`config.mk`:
```
export PLATFORM = sky130hd
export DESIGN_NAME = fcp_top
export DESIGN_NICKNAME = d
export VERILOG_FILES = /design/src/verilog/fcp_pkg.sv /design/src/verilog/fcp_sync2.sv /design/src/verilog/fcp_sticky.sv /design/src/verilog/fcp_top.sv
export SDC_FILE = /design/constraint.sdc
export NUM_CORES = 1
export LEC_CHECK = 0
export ABC_AREA = 1
export BUFFER_PORTS_ARGS = -buffer_cell sky130_fd_sc_hd__buf_2
export CORE_MARGIN = 2
export CORE_UTILIZATION = 52
export CTS_CLUSTER_SIZE = 8
export DETAILED_ROUTE_END_ITERATION = 12
export PLACE_DENSITY_LB_ADDON = 0.1
export SLEW_MARGIN = 40
export SYNTH_ARGS = -nofsm -noshare
export SYNTH_HDL_FRONTEND = slang
export SYNTH_SLANG_ARGS = --single-unit
```
`constraint.sdc`:
```
create_clock -name aclk -period 1.95 [get_ports aclk]
set_input_delay 0.195 -clock aclk [delete_from_list [all_inputs] [get_ports aclk]]
set_output_delay 0.195 -clock aclk [all_outputs]
set_load 0.05 [all_outputs]
```
`src/verilog/fcp_pkg.sv`:
```
package fcp_pkg;

  // Register byte offsets on the AXI4-Lite slave
  localparam logic [7:0] ADDR_CONFIG = 8'h00;
  localparam logic [7:0] ADDR_PROTECT = 8'h04;
  localparam logic [7:0] ADDR_STATUS = 8'h08;
  localparam logic [7:0] ADDR_COMMAND = 8'h0C;
  localparam logic [7:0] ADDR_IRQ_STATUS = 8'h10;
  localparam logic [7:0] ADDR_IRQ_CLEAR = 8'h14;
  localparam logic [7:0] ADDR_IRQ_ENABLE = 8'h18;

  // Configuration fields and reset value
  localparam int CFG_KEY_ENABLE_BIT = 5;
  localparam logic [7:0] CFG_WRITE_MASK = 8'hE0;
  localparam logic [7:0] CFG_RESET = 8'h00;

  // Protection fields
  localparam int PROT_DISABLE_BIT = 0;
  localparam logic [8:0] PROT_PAGE_FILL = 9'h1FF;

  // Status fields and the bits that always read zero
  localparam int ST_BUF_EMPTY_BIT = 7;
  localparam int ST_COMPLETE_BIT = 6;
  localparam int ST_VIOLATION_BIT = 5;
  localparam int ST_ACCESS_ERR_BIT = 4;
  localparam int ST_BLANK_BIT = 2;
  localparam logic [7:0] ST_ZERO_MASK = 8'h0B;

  // Interrupt status layout, shared by clear and enable
  localparam int IRQ_COMPLETE_BIT = 0;
  localparam int IRQ_VIOLATION_BIT = 1;
  localparam int IRQ_ACCESS_ERR_BIT = 2;
  localparam logic [2:0] IRQ_ENABLE_RESET = 3'h0;

  // Backdoor key address window
  localparam logic [15:0] KEY_ADDR_LOW = 16'hFFB0;
  localparam logic [15:0] KEY_ADDR_HIGH = 16'hFFB7;

  // Command codes
  localparam logic [7:0] CMD_BLANK_CHECK = 8'h05;
  localparam logic [7:0] CMD_BYTE_PROGRAM = 8'h20;
  localparam logic [7:0] CMD_BURST_PROGRAM = 8'h25;
  localparam logic [7:0] CMD_PAGE_ERASE = 8'h40;
  localparam logic [7:0] CMD_MASS_ERASE = 8'h41;

  // AXI responses
  localparam logic [1:0] RESP_OKAY = 2'h0;
  localparam logic [1:0] RESP_SLVERR = 2'h2;

  typedef struct packed {
    logic [15:0] addr;
    logic [7:0] data;
  } fcp_flash_wr_s;

  typedef struct packed {
    logic [7:0] cmd;
    logic [15:0] addr;
    logic [7:0] data;
  } fcp_array_req_s;

endpackage

```
`src/verilog/fcp_sync2.sv`:
```
`timescale 1ns/100ps
// Two-stage synchroniser for a level from outside the clock domain
module fcp_sync2 (
  input wire logic aclk,
  input wire logic aresetn,
  input wire logic d,
  output logic q
);
  logic meta;

  // First stage feeds only the second
  always_ff @(posedge aclk) begin
    if (!aresetn) begin
      meta <= 1'b0;
      q <= 1'b0;
    end else begin
      meta <= d;
      q <= meta;
    end
  end
endmodule

```
`src/verilog/fcp_sticky.sv`:
```
`timescale 1ns/100ps
// Sticky flag; a set in the clearing cycle wins
module fcp_sticky (
  input wire logic aclk,
  input wire logic aresetn,
  input wire logic set,
  input wire logic clr,
  output logic q
);
  logic next_q;

  // Set has priority so no event is lost
  always_comb begin
    next_q = set ? 1'b1 : (clr ? 1'b0 : q);
  end

  always_ff @(posedge aclk) begin
    if (!aresetn) begin
      q <= 1'b0;
    end else begin
      q <= next_q;
    end
  end
endmodule

```
`src/verilog/fcp_top.sv`:
```
// Decided for this implementation: the AXI4-Lite register port and the register offsets.
`timescale 1ns/100ps
// Functional notes
// Config bits 7..5 are read/write at any time; bits 4..0 read zero and ignore writes.
// With key compare disabled, a write in the key window starts a program/erase sequence.
// With key compare enabled, key window writes go to key compare and flash reads are invalid.
// During reset the stored protection byte is copied into the protection register.
// Protection reads any time, ignores user writes, accepts background debug writes.
// With protection on, the boundary field ends the unprotected region; protected targets refuse.
// Protect-disable zero protects the selected block; one protects nothing.
// Status bits 3, 1 and 0 read zero and ignore writes.
// Writing one to buffer-empty launches a command and clears it; a burst hand-off sets it again.
// Only burst program is buffered; buffer-empty set means another burst may be written.
// Complete sets when buffer empty and idle, clears on launch, ignores writes.
// A launch onto a protected location sets violation and is dropped; writing one clears it.
// Bad sequence, program/erase before divider setup, or stop mid-command set access error.
// A blank check over an erased array sets blank; a valid launch clears it; writes ignored.
// Only codes 05, 20, 25, 40 and 41 are legal; any other is an access error.
// After reset buffer-empty and complete are set, the other flags clear.
module fcp_top (
  input wire logic aclk,
  input wire logic aresetn,
  input wire logic [7:0] s_axi_awaddr,
  input wire logic s_axi_awvalid,
  output logic s_axi_awready,
  input wire logic [31:0] s_axi_wdata,
  input wire logic [3:0] s_axi_wstrb,
  input wire logic s_axi_wvalid,
  output logic s_axi_wready,
  output logic [1:0] s_axi_bresp,
  output logic s_axi_bvalid,
  input wire logic s_axi_bready,
  input wire logic [7:0] s_axi_araddr,
  input wire logic s_axi_arvalid,
  output logic s_axi_arready,
  output logic [31:0] s_axi_rdata,
  output logic [1:0] s_axi_rresp,
  output logic s_axi_rvalid,
  input wire logic s_axi_rready,
  input wire logic [7:0] stored_protection_byte,
  input wire logic bdm_prot_we,
  input wire logic [7:0] bdm_prot_data,
  input wire logic divider_initialized,
  input wire logic stop_entry,
  input wire logic flash_wr_valid,
  input wire fcp_pkg::fcp_flash_wr_s flash_wr,
  output logic key_wr_valid,
  output fcp_pkg::fcp_flash_wr_s key_wr,
  output logic flash_read_invalid,
  output logic array_start,
  output fcp_pkg::fcp_array_req_s array_req,
  output logic array_abort,
  input wire logic array_done,
  input wire logic array_blank_ok,
  output logic irq
);
  typedef enum logic [1:0] {SEQ_IDLE, SEQ_HAVE_WRITE, SEQ_HAVE_CMD} fcp_seq_e;

  // Bus slave state
  logic aw_held, w_held, next_aw_held, next_w_held;
  logic [7:0] awaddr_q, next_awaddr;
  logic [7:0] wdata_q, next_wdata;
  logic wlane_q, next_wlane;
  logic next_awready, next_wready, next_bvalid, next_arready, next_rvalid;
  logic [1:0] next_bresp, next_rresp;
  logic [31:0] next_rdata;
  logic wr_fire, wr_lane, wr_mapped;
  logic wr_cfg, wr_stat, wr_cmd, wr_iclr, wr_ien;

  // Block state
  logic [7:0] cfg, next_cfg, prot, next_prot;
  logic cbef, next_cbef, ccf, next_ccf, blank, next_blank;
  logic pviol, accerr;
  fcp_seq_e seq, next_seq;
  fcp_pkg::fcp_flash_wr_s lat, next_lat;
  logic [7:0] lat_cmd, next_lat_cmd;
  fcp_pkg::fcp_array_req_s buf_req, next_buf_req, next_array_req;
  logic buf_valid, next_buf_valid, running, next_running;
  logic next_array_start, next_array_abort, next_key_wr_valid, next_flash_read_invalid;
  logic key_hit, step_wr, launch_ok, pv_set, acc_set, stop_s;
  logic [2:0] irq_stat, irq_en, next_irq_en, irq_ev;
  logic next_irq;

  // Legal command codes
  function automatic logic legal_cmd(input logic [7:0] c);
    return c == fcp_pkg::CMD_BLANK_CHECK || c == fcp_pkg::CMD_BYTE_PROGRAM ||
           c == fcp_pkg::CMD_BURST_PROGRAM || c == fcp_pkg::CMD_PAGE_ERASE ||
           c == fcp_pkg::CMD_MASS_ERASE;
  endfunction

  // Protected target check; mass erase hits any protected block
  function automatic logic prot_hit(input logic [7:0] p, input logic [7:0] c,
                                    input logic [15:0] a);
    if (p[fcp_pkg::PROT_DISABLE_BIT] || c == fcp_pkg::CMD_BLANK_CHECK) begin
      return 1'b0;
    end
    if (c == fcp_pkg::CMD_MASS_ERASE) begin
      return 1'b1;
    end
    return a > {p[7:1], fcp_pkg::PROT_PAGE_FILL};
  endfunction

  fcp_sync2 u_stop_sync (
    .aclk(aclk),
    .aresetn(aresetn),
    .d(stop_entry),
    .q(stop_s)
  );

  // Write strobes; only byte lane 0 carries register data
  assign wr_fire = aw_held && w_held && !s_axi_bvalid;
  assign wr_lane = wr_fire && wlane_q;
  assign wr_mapped = awaddr_q <= fcp_pkg::ADDR_IRQ_ENABLE && awaddr_q[1:0] == 2'h0;
  assign wr_cfg = wr_lane && awaddr_q == fcp_pkg::ADDR_CONFIG;
  assign wr_stat = wr_lane && awaddr_q == fcp_pkg::ADDR_STATUS;
  assign wr_cmd = wr_lane && awaddr_q == fcp_pkg::ADDR_COMMAND;
  assign wr_iclr = wr_lane && awaddr_q == fcp_pkg::ADDR_IRQ_CLEAR;
  assign wr_ien = wr_lane && awaddr_q == fcp_pkg::ADDR_IRQ_ENABLE;

  // AXI4-Lite channels: address and data taken in either order
  always_comb begin
    next_aw_held = aw_held;
    next_w_held = w_held;
    next_awaddr = awaddr_q;
    next_wdata = wdata_q;
    next_wlane = wlane_q;
    next_bvalid = s_axi_bvalid;
    next_bresp = s_axi_bresp;
    next_rvalid = s_axi_rvalid;
    next_rdata = s_axi_rdata;
    next_rresp = s_axi_rresp;
    if (s_axi_awvalid && s_axi_awready) begin
      next_aw_held = 1'b1;
      next_awaddr = s_axi_awaddr;
    end
    if (s_axi_wvalid && s_axi_wready) begin
      next_w_held = 1'b1;
      next_wdata = s_axi_wdata[7:0];
      next_wlane = s_axi_wstrb[0];
    end
    if (s_axi_bvalid && s_axi_bready) begin
      next_bvalid = 1'b0;
    end
    if (wr_fire) begin
      next_aw_held = 1'b0;
      next_w_held = 1'b0;
      next_bvalid = 1'b1;
      next_bresp = wr_mapped ? fcp_pkg::RESP_OKAY : fcp_pkg::RESP_SLVERR;
    end
    if (s_axi_rvalid && s_axi_rready) begin
      next_rvalid = 1'b0;
    end
    if (s_axi_arvalid && s_axi_arready) begin
      next_rvalid = 1'b1;
      next_rresp = fcp_pkg::RESP_OKAY;
      unique case (s_axi_araddr)
        fcp_pkg::ADDR_CONFIG: next_rdata = {24'h000000, cfg};
        fcp_pkg::ADDR_PROTECT: next_rdata = {24'h000000, prot};
        fcp_pkg::ADDR_STATUS: next_rdata = {24'h000000, cbef, ccf, pviol, accerr,
                                            1'b0, blank, 2'h0};
        fcp_pkg::ADDR_COMMAND: next_rdata = {24'h000000, lat_cmd};
        fcp_pkg::ADDR_IRQ_STATUS: next_rdata = {29'h0, irq_stat};
        fcp_pkg::ADDR_IRQ_CLEAR: next_rdata = 32'h00000000;
        fcp_pkg::ADDR_IRQ_ENABLE: next_rdata = {29'h0, irq_en};
        default: begin
          next_rdata = 32'h00000000;
          next_rresp = fcp_pkg::RESP_SLVERR;
        end
      endcase
    end
    next_awready = !next_aw_held;
    next_wready = !next_w_held;
    next_arready = !next_rvalid;
  end

  always_ff @(posedge aclk) begin
    if (!aresetn) begin
      aw_held <= 1'b0;
      w_held <= 1'b0;
      awaddr_q <= 8'h00;
      wdata_q <= 8'h00;
      wlane_q <= 1'b0;
      s_axi_awready <= 1'b1;
      s_axi_wready <= 1'b1;
      s_axi_bvalid <= 1'b0;
      s_axi_bresp <= fcp_pkg::RESP_OKAY;
      s_axi_arready <= 1'b1;
      s_axi_rvalid <= 1'b0;
      s_axi_rdata <= 32'h00000000;
      s_axi_rresp <= fcp_pkg::RESP_OKAY;
    end else begin
      aw_held <= next_aw_held;
      w_held <= next_w_held;
      awaddr_q <= next_awaddr;
      wdata_q <= next_wdata;
      wlane_q <= next_wlane;
      s_axi_awready <= next_awready;
      s_axi_wready <= next_wready;
      s_axi_bvalid <= next_bvalid;
      s_axi_bresp <= next_bresp;
      s_axi_arready <= next_arready;
      s_axi_rvalid <= next_rvalid;
      s_axi_rdata <= next_rdata;
      s_axi_rresp <= next_rresp;
    end
  end

  // Flash-space writes: key compare or first step of a command
  assign key_hit = flash_wr_valid && cfg[fcp_pkg::CFG_KEY_ENABLE_BIT] &&
                   flash_wr.addr >= fcp_pkg::KEY_ADDR_LOW &&
                   flash_wr.addr <= fcp_pkg::KEY_ADDR_HIGH;
  assign step_wr = flash_wr_valid && !key_hit;

  // Command sequencer, buffer and flags
  always_comb begin
    next_cfg = wr_cfg ? (wdata_q & fcp_pkg::CFG_WRITE_MASK) : cfg;
    next_prot = bdm_prot_we ? bdm_prot_data : prot;
    next_seq = seq;
    next_lat = lat;
    next_lat_cmd = lat_cmd;
    next_buf_req = buf_req;
    next_buf_valid = buf_valid;
    next_running = running;
    next_array_req = array_req;
    next_array_start = 1'b0;
    next_array_abort = 1'b0;
    next_cbef = cbef;
    next_blank = blank;
    launch_ok = 1'b0;
    pv_set = 1'b0;
    acc_set = 1'b0;
    next_key_wr_valid = key_hit;
    next_flash_read_invalid = next_cfg[fcp_pkg::CFG_KEY_ENABLE_BIT];
    if (step_wr) begin
      if (seq == SEQ_IDLE && cbef) begin
        next_seq = SEQ_HAVE_WRITE;
        next_lat = flash_wr;
      end else begin
        acc_set = 1'b1;
        next_seq = SEQ_IDLE;
      end
    end
    if (wr_cmd) begin
      if (seq == SEQ_HAVE_WRITE && legal_cmd(wdata_q)) begin
        next_seq = SEQ_HAVE_CMD;
        next_lat_cmd = wdata_q;
      end else begin
        acc_set = 1'b1;
        next_seq = SEQ_IDLE;
      end
    end
    // Launch attempt; an ignored command leaves buffer-empty set
    if (wr_stat && wdata_q[fcp_pkg::ST_BUF_EMPTY_BIT] && cbef) begin
      next_seq = SEQ_IDLE;
      if (seq != SEQ_HAVE_CMD) begin
        acc_set = 1'b1;
      end else if (!divider_initialized && lat_cmd != fcp_pkg::CMD_BLANK_CHECK) begin
        acc_set = 1'b1;
      end else if (prot_hit(prot, lat_cmd, lat.addr)) begin
        pv_set = 1'b1;
      end else begin
        launch_ok = 1'b1;
      end
    end
    // Array finished; a launch in the same cycle clears the blank result
    if (array_done && running) begin
      next_running = 1'b0;
      if (array_req.cmd == fcp_pkg::CMD_BLANK_CHECK && array_blank_ok) begin
        next_blank = 1'b1;
      end
      if (!buf_valid) begin
        next_cbef = 1'b1;
      end
    end
    // Buffer hand-off; a burst frees the buffer at once
    if (buf_valid && !running) begin
      next_array_start = 1'b1;
      next_array_req = buf_req;
      next_running = 1'b1;
      next_buf_valid = 1'b0;
      if (buf_req.cmd == fcp_pkg::CMD_BURST_PROGRAM) begin
        next_cbef = 1'b1;
      end
    end
    if (launch_ok) begin
      next_buf_valid = 1'b1;
      next_buf_req = '{cmd: lat_cmd, addr: lat.addr, data: lat.data};
      next_cbef = 1'b0;
      next_blank = 1'b0;
    end
    // Stop during a command kills it and flags the error
    if (stop_s && (running || buf_valid)) begin
      acc_set = 1'b1;
      next_buf_valid = 1'b0;
      next_running = 1'b0;
      next_array_abort = running;
      next_cbef = 1'b1;
    end
    if (launch_ok) begin
      next_ccf = 1'b0;
    end else if (!buf_valid && !running) begin
      next_ccf = 1'b1;
    end else begin
      next_ccf = ccf;
    end
  end

  always_ff @(posedge aclk) begin
    if (!aresetn) begin
      cfg <= fcp_pkg::CFG_RESET;
      prot <= stored_protection_byte;
      seq <= SEQ_IDLE;
      lat <= '0;
      lat_cmd <= 8'h00;
      buf_req <= '0;
      buf_valid <= 1'b0;
      running <= 1'b0;
      array_req <= '0;
      array_start <= 1'b0;
      array_abort <= 1'b0;
      cbef <= 1'b1;
      ccf <= 1'b1;
      blank <= 1'b0;
      key_wr_valid <= 1'b0;
      key_wr <= '0;
      flash_read_invalid <= 1'b0;
    end else begin
      cfg <= next_cfg;
      prot <= next_prot;
      seq <= next_seq;
      lat <= next_lat;
      lat_cmd <= next_lat_cmd;
      buf_req <= next_buf_req;
      buf_valid <= next_buf_valid;
      running <= next_running;
      array_req <= next_array_req;
      array_start <= next_array_start;
      array_abort <= next_array_abort;
      cbef <= next_cbef;
      ccf <= next_ccf;
      blank <= next_blank;
      key_wr_valid <= next_key_wr_valid;
      key_wr <= flash_wr;
      flash_read_invalid <= next_flash_read_invalid;
    end
  end

  // Write-one-to-clear error flags
  fcp_sticky u_pviol (
    .aclk(aclk),
    .aresetn(aresetn),
    .set(pv_set),
    .clr(wr_stat && wdata_q[fcp_pkg::ST_VIOLATION_BIT]),
    .q(pviol)
  );

  fcp_sticky u_accerr (
    .aclk(aclk),
    .aresetn(aresetn),
    .set(acc_set),
    .clr(wr_stat && wdata_q[fcp_pkg::ST_ACCESS_ERR_BIT]),
    .q(accerr)
  );

  // Interrupt events: completion edge, violation, access error
  always_comb begin
    irq_ev = 3'h0;
    irq_ev[fcp_pkg::IRQ_COMPLETE_BIT] = next_ccf && !ccf;
    irq_ev[fcp_pkg::IRQ_VIOLATION_BIT] = pv_set;
    irq_ev[fcp_pkg::IRQ_ACCESS_ERR_BIT] = acc_set;
    next_irq_en = wr_ien ? wdata_q[2:0] : irq_en;
    next_irq = |(irq_stat & irq_en);
  end

  for (genvar i = 0; i < 3; i++) begin : g_irq
    fcp_sticky u_flag (
      .aclk(aclk),
      .aresetn(aresetn),
      .set(irq_ev[i]),
      .clr(wr_iclr && wdata_q[i]),
      .q(irq_stat[i])
    );
  end

  always_ff @(posedge aclk) begin
    if (!aresetn) begin
      irq_en <= fcp_pkg::IRQ_ENABLE_RESET;
      irq <= 1'b0;
    end else begin
      irq_en <= next_irq_en;
      irq <= next_irq;
    end
  end
endmodule

```
# Yosys cells after proc, flatten, opt, wreduce, memory -nomap -nowiden
# Cells that the tools add are included.
# totals
reg_bits	212
latch_bits	0
mem_bits_rw	0
mem_bits_ro	0
inputBits	105
output_inout_bits	102
word_cells	216
n_memories	0
# op_classes
add_sub_neg	0
n_mul	0
div	0
magnitude_cmp	4
eq_ne	23
shifts	0
mux	71
bitwise	2
n_reduce_logical	71
# ops
op	count
$mux 1	63
$pmux 8 s6	1
$eq 8x5->1 const B	5
$logic_and 1x1->1	34
$eq 8x3->1 const B	4
$eq 8x4->1 const B	4
$eq 8x6->1 const B	3
$eq 8x7->1 const B	3
$reduce_bool 2->1	9
$ge 16x16->1 const B	1
$gt 16x16->1	1
$le 16x16->1 const B	1
$logic_not 8->1	2
$mux 8	2
$mux 2	5
$logic_not 1->1	9
$le 8x5->1 const B	1
$ne 8x3->1 const B	1
$reduce_and 2->1	4
$reduce_or 7->1	1
$logic_or 1x1->1	6
$reduce_or 2->1	3
$logic_not 2->1	2
$and 3x3->3	1
other kinds (5)	5

# Longest topological paths before layout
# depth
ltp_word	23
ltp_mapped	17
depth_no_buf	15

# Cells and area by module
# A second synthesis with hierarchy kept.
# unflattened
hier_cells	1077
hier_area_um2	7878.8
# by_module_without_submodules
mod	instances	cells_each	area_per_inst_um2	seq_area_each_um2
fcp_top	1	1041	7604.8	3663.5
fcp_sticky	5	6	43.8	20.0
fcp_sync2	1	6	55.1	40.0

# Least setup slack after synthesis
# No wires, ideal clock.
# synth_path
path_type	reg2reg
start	reg s_axi_bvalid
end	reg buf_req[4] in the netlist's numbering
setup_ns	0.116
t_arrival_ns	1.612
t_required_ns	1.834
path_slack_ns	0.222
path_stages_with_launch	11
n_path_buf	2
synth_period_minus_slack_ns	1.728
cell_sequence	dfxtp_1 -> inv_1 -> nand4_1 -> nor2_2 -> nand4_2 -> nor2_2 -> nand2_1 -> buf_6 -> buf_6 -> o21ai_0 -> nor2_1
# synth_between
elab_chain_cells	7
# synth_rtl
element	line_no	rtl
from (decl)	fcp_top.sv:31	output logic s_axi_bvalid,
from (signal assigned)	fcp_top.sv:199	s_axi_bvalid <= next_bvalid;
$logic_not 1->1	fcp_top.sv:111	assign wr_fire = aw_held && w_held && !s_axi_bvalid;
$logic_and 1x1->1	fcp_top.sv:111	
$logic_and 1x1->1	fcp_top.sv:112	assign wr_lane = wr_fire && wlane_q;
$logic_and 1x1->1	fcp_top.sv:115	assign wr_stat = wr_lane && awaddr_q == fcp_pkg::ADDR_STATUS;
$logic_and 1x1->1 (2 in series)	fcp_top.sv:253	if (wr_stat && wdata_q[fcp_pkg::ST_BUF_EMPTY_BIT] && cbef) begin
$mux 1	fcp_top.sv:253	
to (signal assigned)	fcp_top.sv:333	buf_req <= next_buf_req;
to (decl)	fcp_top.sv:77	fcp_pkg::fcp_array_req_s buf_req, next_buf_req, next_array_req;
# No other way between the ends.
# A chain may end at the register's enable or synchronous reset.

# Worst setup path in the final report
# layout_path
start	reg prot[3]
end	reg buf_req[28] in the netlist's numbering
# layout_between
elab_chain_cells	10
# layout_rtl
element	line_no	rtl
from (decl)	fcp_top.sv:71	logic [7:0] cfg, next_cfg, prot, next_prot;
from (signal assigned)	fcp_top.sv:311	prot <= stored_protection_byte;
from (signal assigned)	fcp_top.sv:329	prot <= next_prot;
$gt 16x16->1	fcp_top.sv:100	return a > {p[7:1], fcp_pkg::PROT_PAGE_FILL};
$mux 1	fcp_top.sv:100	
$mux 1	fcp_top.sv:97	if (c == fcp_pkg::CMD_MASS_ERASE) begin
$mux 1	fcp_top.sv:257	end else if (!divider_initialized && lat_cmd != fcp_pkg::CMD_BLANK_CHECK) begin
$mux 1	fcp_top.sv:255	if (seq != SEQ_HAVE_CMD) begin
$mux 1	fcp_top.sv:253	
$mux 1	fcp_top.sv:259	end else if (prot_hit(prot, lat_cmd, lat.addr)) begin
$mux 1	fcp_top.sv:257	
$mux 1	fcp_top.sv:255	
$mux 1	fcp_top.sv:253	
# No other way between the ends. The select of a mux whose other input is x is not followed.

==> metrics.txt <==
first-iteration detailed-routing DRC count 455; GPL Wtd Cong 0.869; Antenna Violating Nets Remaining 0; pin count of the biggest net entering global routing 106; IR drop worst, VDD 616 uV; critical path peak fanout 8; die height 123 um; Synth Flop Type dfxtp_1; fraction of layout cells with a size suffix above 1 21.8%; slowest stage cell, crit path edfxtp_1; Worst Setup SP prot[3]; PortBufs 153; GRT Util Overall 24.5%; critical path class reg -> reg; area growth from synthesis to layout 27.3%; vias in the first global route 5,934; period utilization 94.6%; synth unique cells 36; DP Wirelength 12,100 um; Clock Latency Late Sink 0.43 ns; TritonCTS buffer count 17; WL met2 8100 um; mean area per synthesized cell 7.67 um^2; Slew Viols, Final 0; asr flop ratio synth 0%; fin cells 1,329; DR top layer met4; most frequent cells in the layout nor2_1 (179), dfxtp_1 (177), buf_2 (152); EDFF count, synth 8; max incr delay on CP 0.37 ns; WL met3 1210 um; standard-cell rows 43; YS warnings 0; Die ar. 15,100 um^2; Worst-Margin Slew 0.528 ns; first-pass GRT wire length 28,800 um; diodes inserted 0; Slew Limit Headroom 64.8%; CP Data Required Time 2.27 ns; status finished clean; CP top delay family simple AND/OR/NAND/NOR gates; clock skew 0.00915 ns; initial antenna violation count 0; wire per inst 13.8 um; WL final 18,300 um; placed cell areas 8190 um^2; crit path time final 1.84 ns; Ports 207; clock sink count 186; post-DR vias/cell 4.94; GRT overflow 0; setup TNS 0 ns; critical register-to-register path startpoint prot[3]; startpoint types flip-flop; post-synthesis cell area 7340 um^2; initial core utilization 53.1%; Pre-antenna DRT Iters 6; Final setup viols 0; Yosys reg bits 186; clock-pin slew on the worst setup and hold paths 0.07 ns; total vias in the final route 6,565; clk buf depth 2; design area 9350 um^2; CORE AREA 13,800 um^2; Critical Path AT 2.17 ns; placed cells 1,264; hold_sp s_axi_awaddr[7]; M1 WL 8640 um; Hold Path Class in -> reg; die extent in x 123 um; Peak Freq 0.542 GHz; pwr dens 911 nW/um^2; CP bufs+invs 2; sequential fraction of the synthesis area 51.8%; commonest non-fill, non-tap cell in the layout nor2_1; CTS tree done; Crit. End Element flip-flop; H-tree lvl count 4; max-cap viol count 0; Post-route DRC 0; Layout Nets 1,248; crit-path cells inv_1 > ha_4 > nand3_1 > nand3_1 > nand2_1 > nand2_1 > nand2_2 > nand2_4 > nand2_4 > nand2_8 > clkbuf_16 > o21ai_4 > nor2_1; Final Hold Vio Count 0; Pleak 4.51 nW; Gate Count Post-Synth 957; Clock Tree Root clkbuf_16
==> timing repair <==
action,in CTS,in global routing
hold buffers,26,0
pin swaps,0,11
resized for setup,4,66
gates cloned,1,4
setup endpoints to repair,6,37
setup buffers,0,2
hold endpoints to repair,26,0
==> final timing paths <==
path / end / slack [ns] / cells past startpoint
worst max-delay path: buf_req[28] / 0.11 / 13
worst max register to register: buf_req[28] / 0.11 / 13
worst min register to register: u_stop_sync.q / 0.43 / 2
worst min-delay path: awaddr_q[7] / 0.01 / 3
==> cells by family (layout without fill, tap and decap cells) <==
| logic type | Yosys count | count (layout) | synth area share [%] |
|---|---|---|---|
| simple gates | 369 | 369 | 20.7 |
| fa+ha+maj | 7 | 7 | 1.19 |
| flops | 186 | 186 | 51.8 |
| buf+inv | 186 | 353 | 11.6 |
| compound gates | 208 | 208 | 14.6 |
| other cells | 1 | 26 | 0.0511 |
==> registers in the layout, indices dropped and copies added (netlist names), 2 cells and up <==
signal          flops
awaddr_q            8
array_req          32
cfg                 3
key_wr             24
lat_cmd             8
s_axi_rdata         8
lat                24
buf_req            32
irq_en              3
seq                 2
g_irq.u_flag.q      3
wdata_q             8
prot                8
==> final cells by class <==
| cell class | count | area (um^2) |
|---|---|---|
| timing repair inverter | 1 | 8.76 |
| clock buffer | 24 | 503 |
| tap | 180 | 225 |
| sequential | 186 | 3800 |
| inverter | 119 | 454 |
| timing repair buffer | 201 | 1290 |
| clock inverter | 8 | 105 |
| fill | 1211 | 4480 |
| multi-input combinational | 610 | 2950 |
==> where the power goes <==
part           internal [mW]  leakage (nW)  switching, mW  total, mW
sequential              3.97          1.54         0.0915       4.06
clock                   2.08         0.297           1.47       3.54
combinational          0.289          2.68          0.621      0.911
==> layer usage <==
metal	up-vias	track usage (%)
met1	2951	34.3
met3	31	6.18
met2	209	36.4
li1	3374	-
met4	0	9.05
met5	-	0
==> worst register-to-register path, stage by stage, from the launching register on <==
cell,delay [ns]
edfxtp_1,0.37
inv_1,0.14
ha_4,0.23
nand3_1,0.10
nand3_1,0.07
nand2_1,0.06
nand2_1,0.06
nand2_2,0.09
nand2_4,0.06
nand2_4,0.08
nand2_8,0.11
clkbuf_16,0.20
o21ai_4,0.13
nor2_1,0.05
==> cell usage after synthesis (5+ instances only) <==
| master | instances | area, um^2 |
|---|---|---|
| buf_6 | 6 | 67.6 |
| ha_1 | 7 | 87.6 |
| clkbuf_1 | 28 | 105 |
| o22ai_1 | 5 | 31.3 |
| nand4_1 | 10 | 62.6 |
| o21ai_0 | 130 | 651 |
| buf_4 | 26 | 195 |
| dfxtp_1 | 178 | 3560 |
| nand2_1 | 123 | 462 |
| nor2_2 | 6 | 37.5 |
| a21oi_1 | 62 | 310 |
| nor2_1 | 180 | 676 |
| edfxtp_1 | 8 | 240 |
| nand3_1 | 33 | 165 |
| inv_1 | 117 | 439 |
==> metrics by stage <==
| stage | hold WS, ns | setup WS (ns) | utilization (%) | total power, mW |
|---|---|---|---|---|
| CTS | 0.00203 | 0.0104 | 65.6 | 8.51 |
| detailed placement | 0.397 | -0.00199 | 59.2 | 4.95 |
| floorplan | 0.288 | 0.222 | - | 4.73 |
| global placement | 0.381 | 0.0101 | 59.2 | 4.94 |
| finish | 0.0128 | 0.106 | 67.6 | 8.52 |
| global route | 0.0327 | -0.0228 | 67.6 | 8.82 |
No activity file was read; power rests on OpenSTA's default activity.
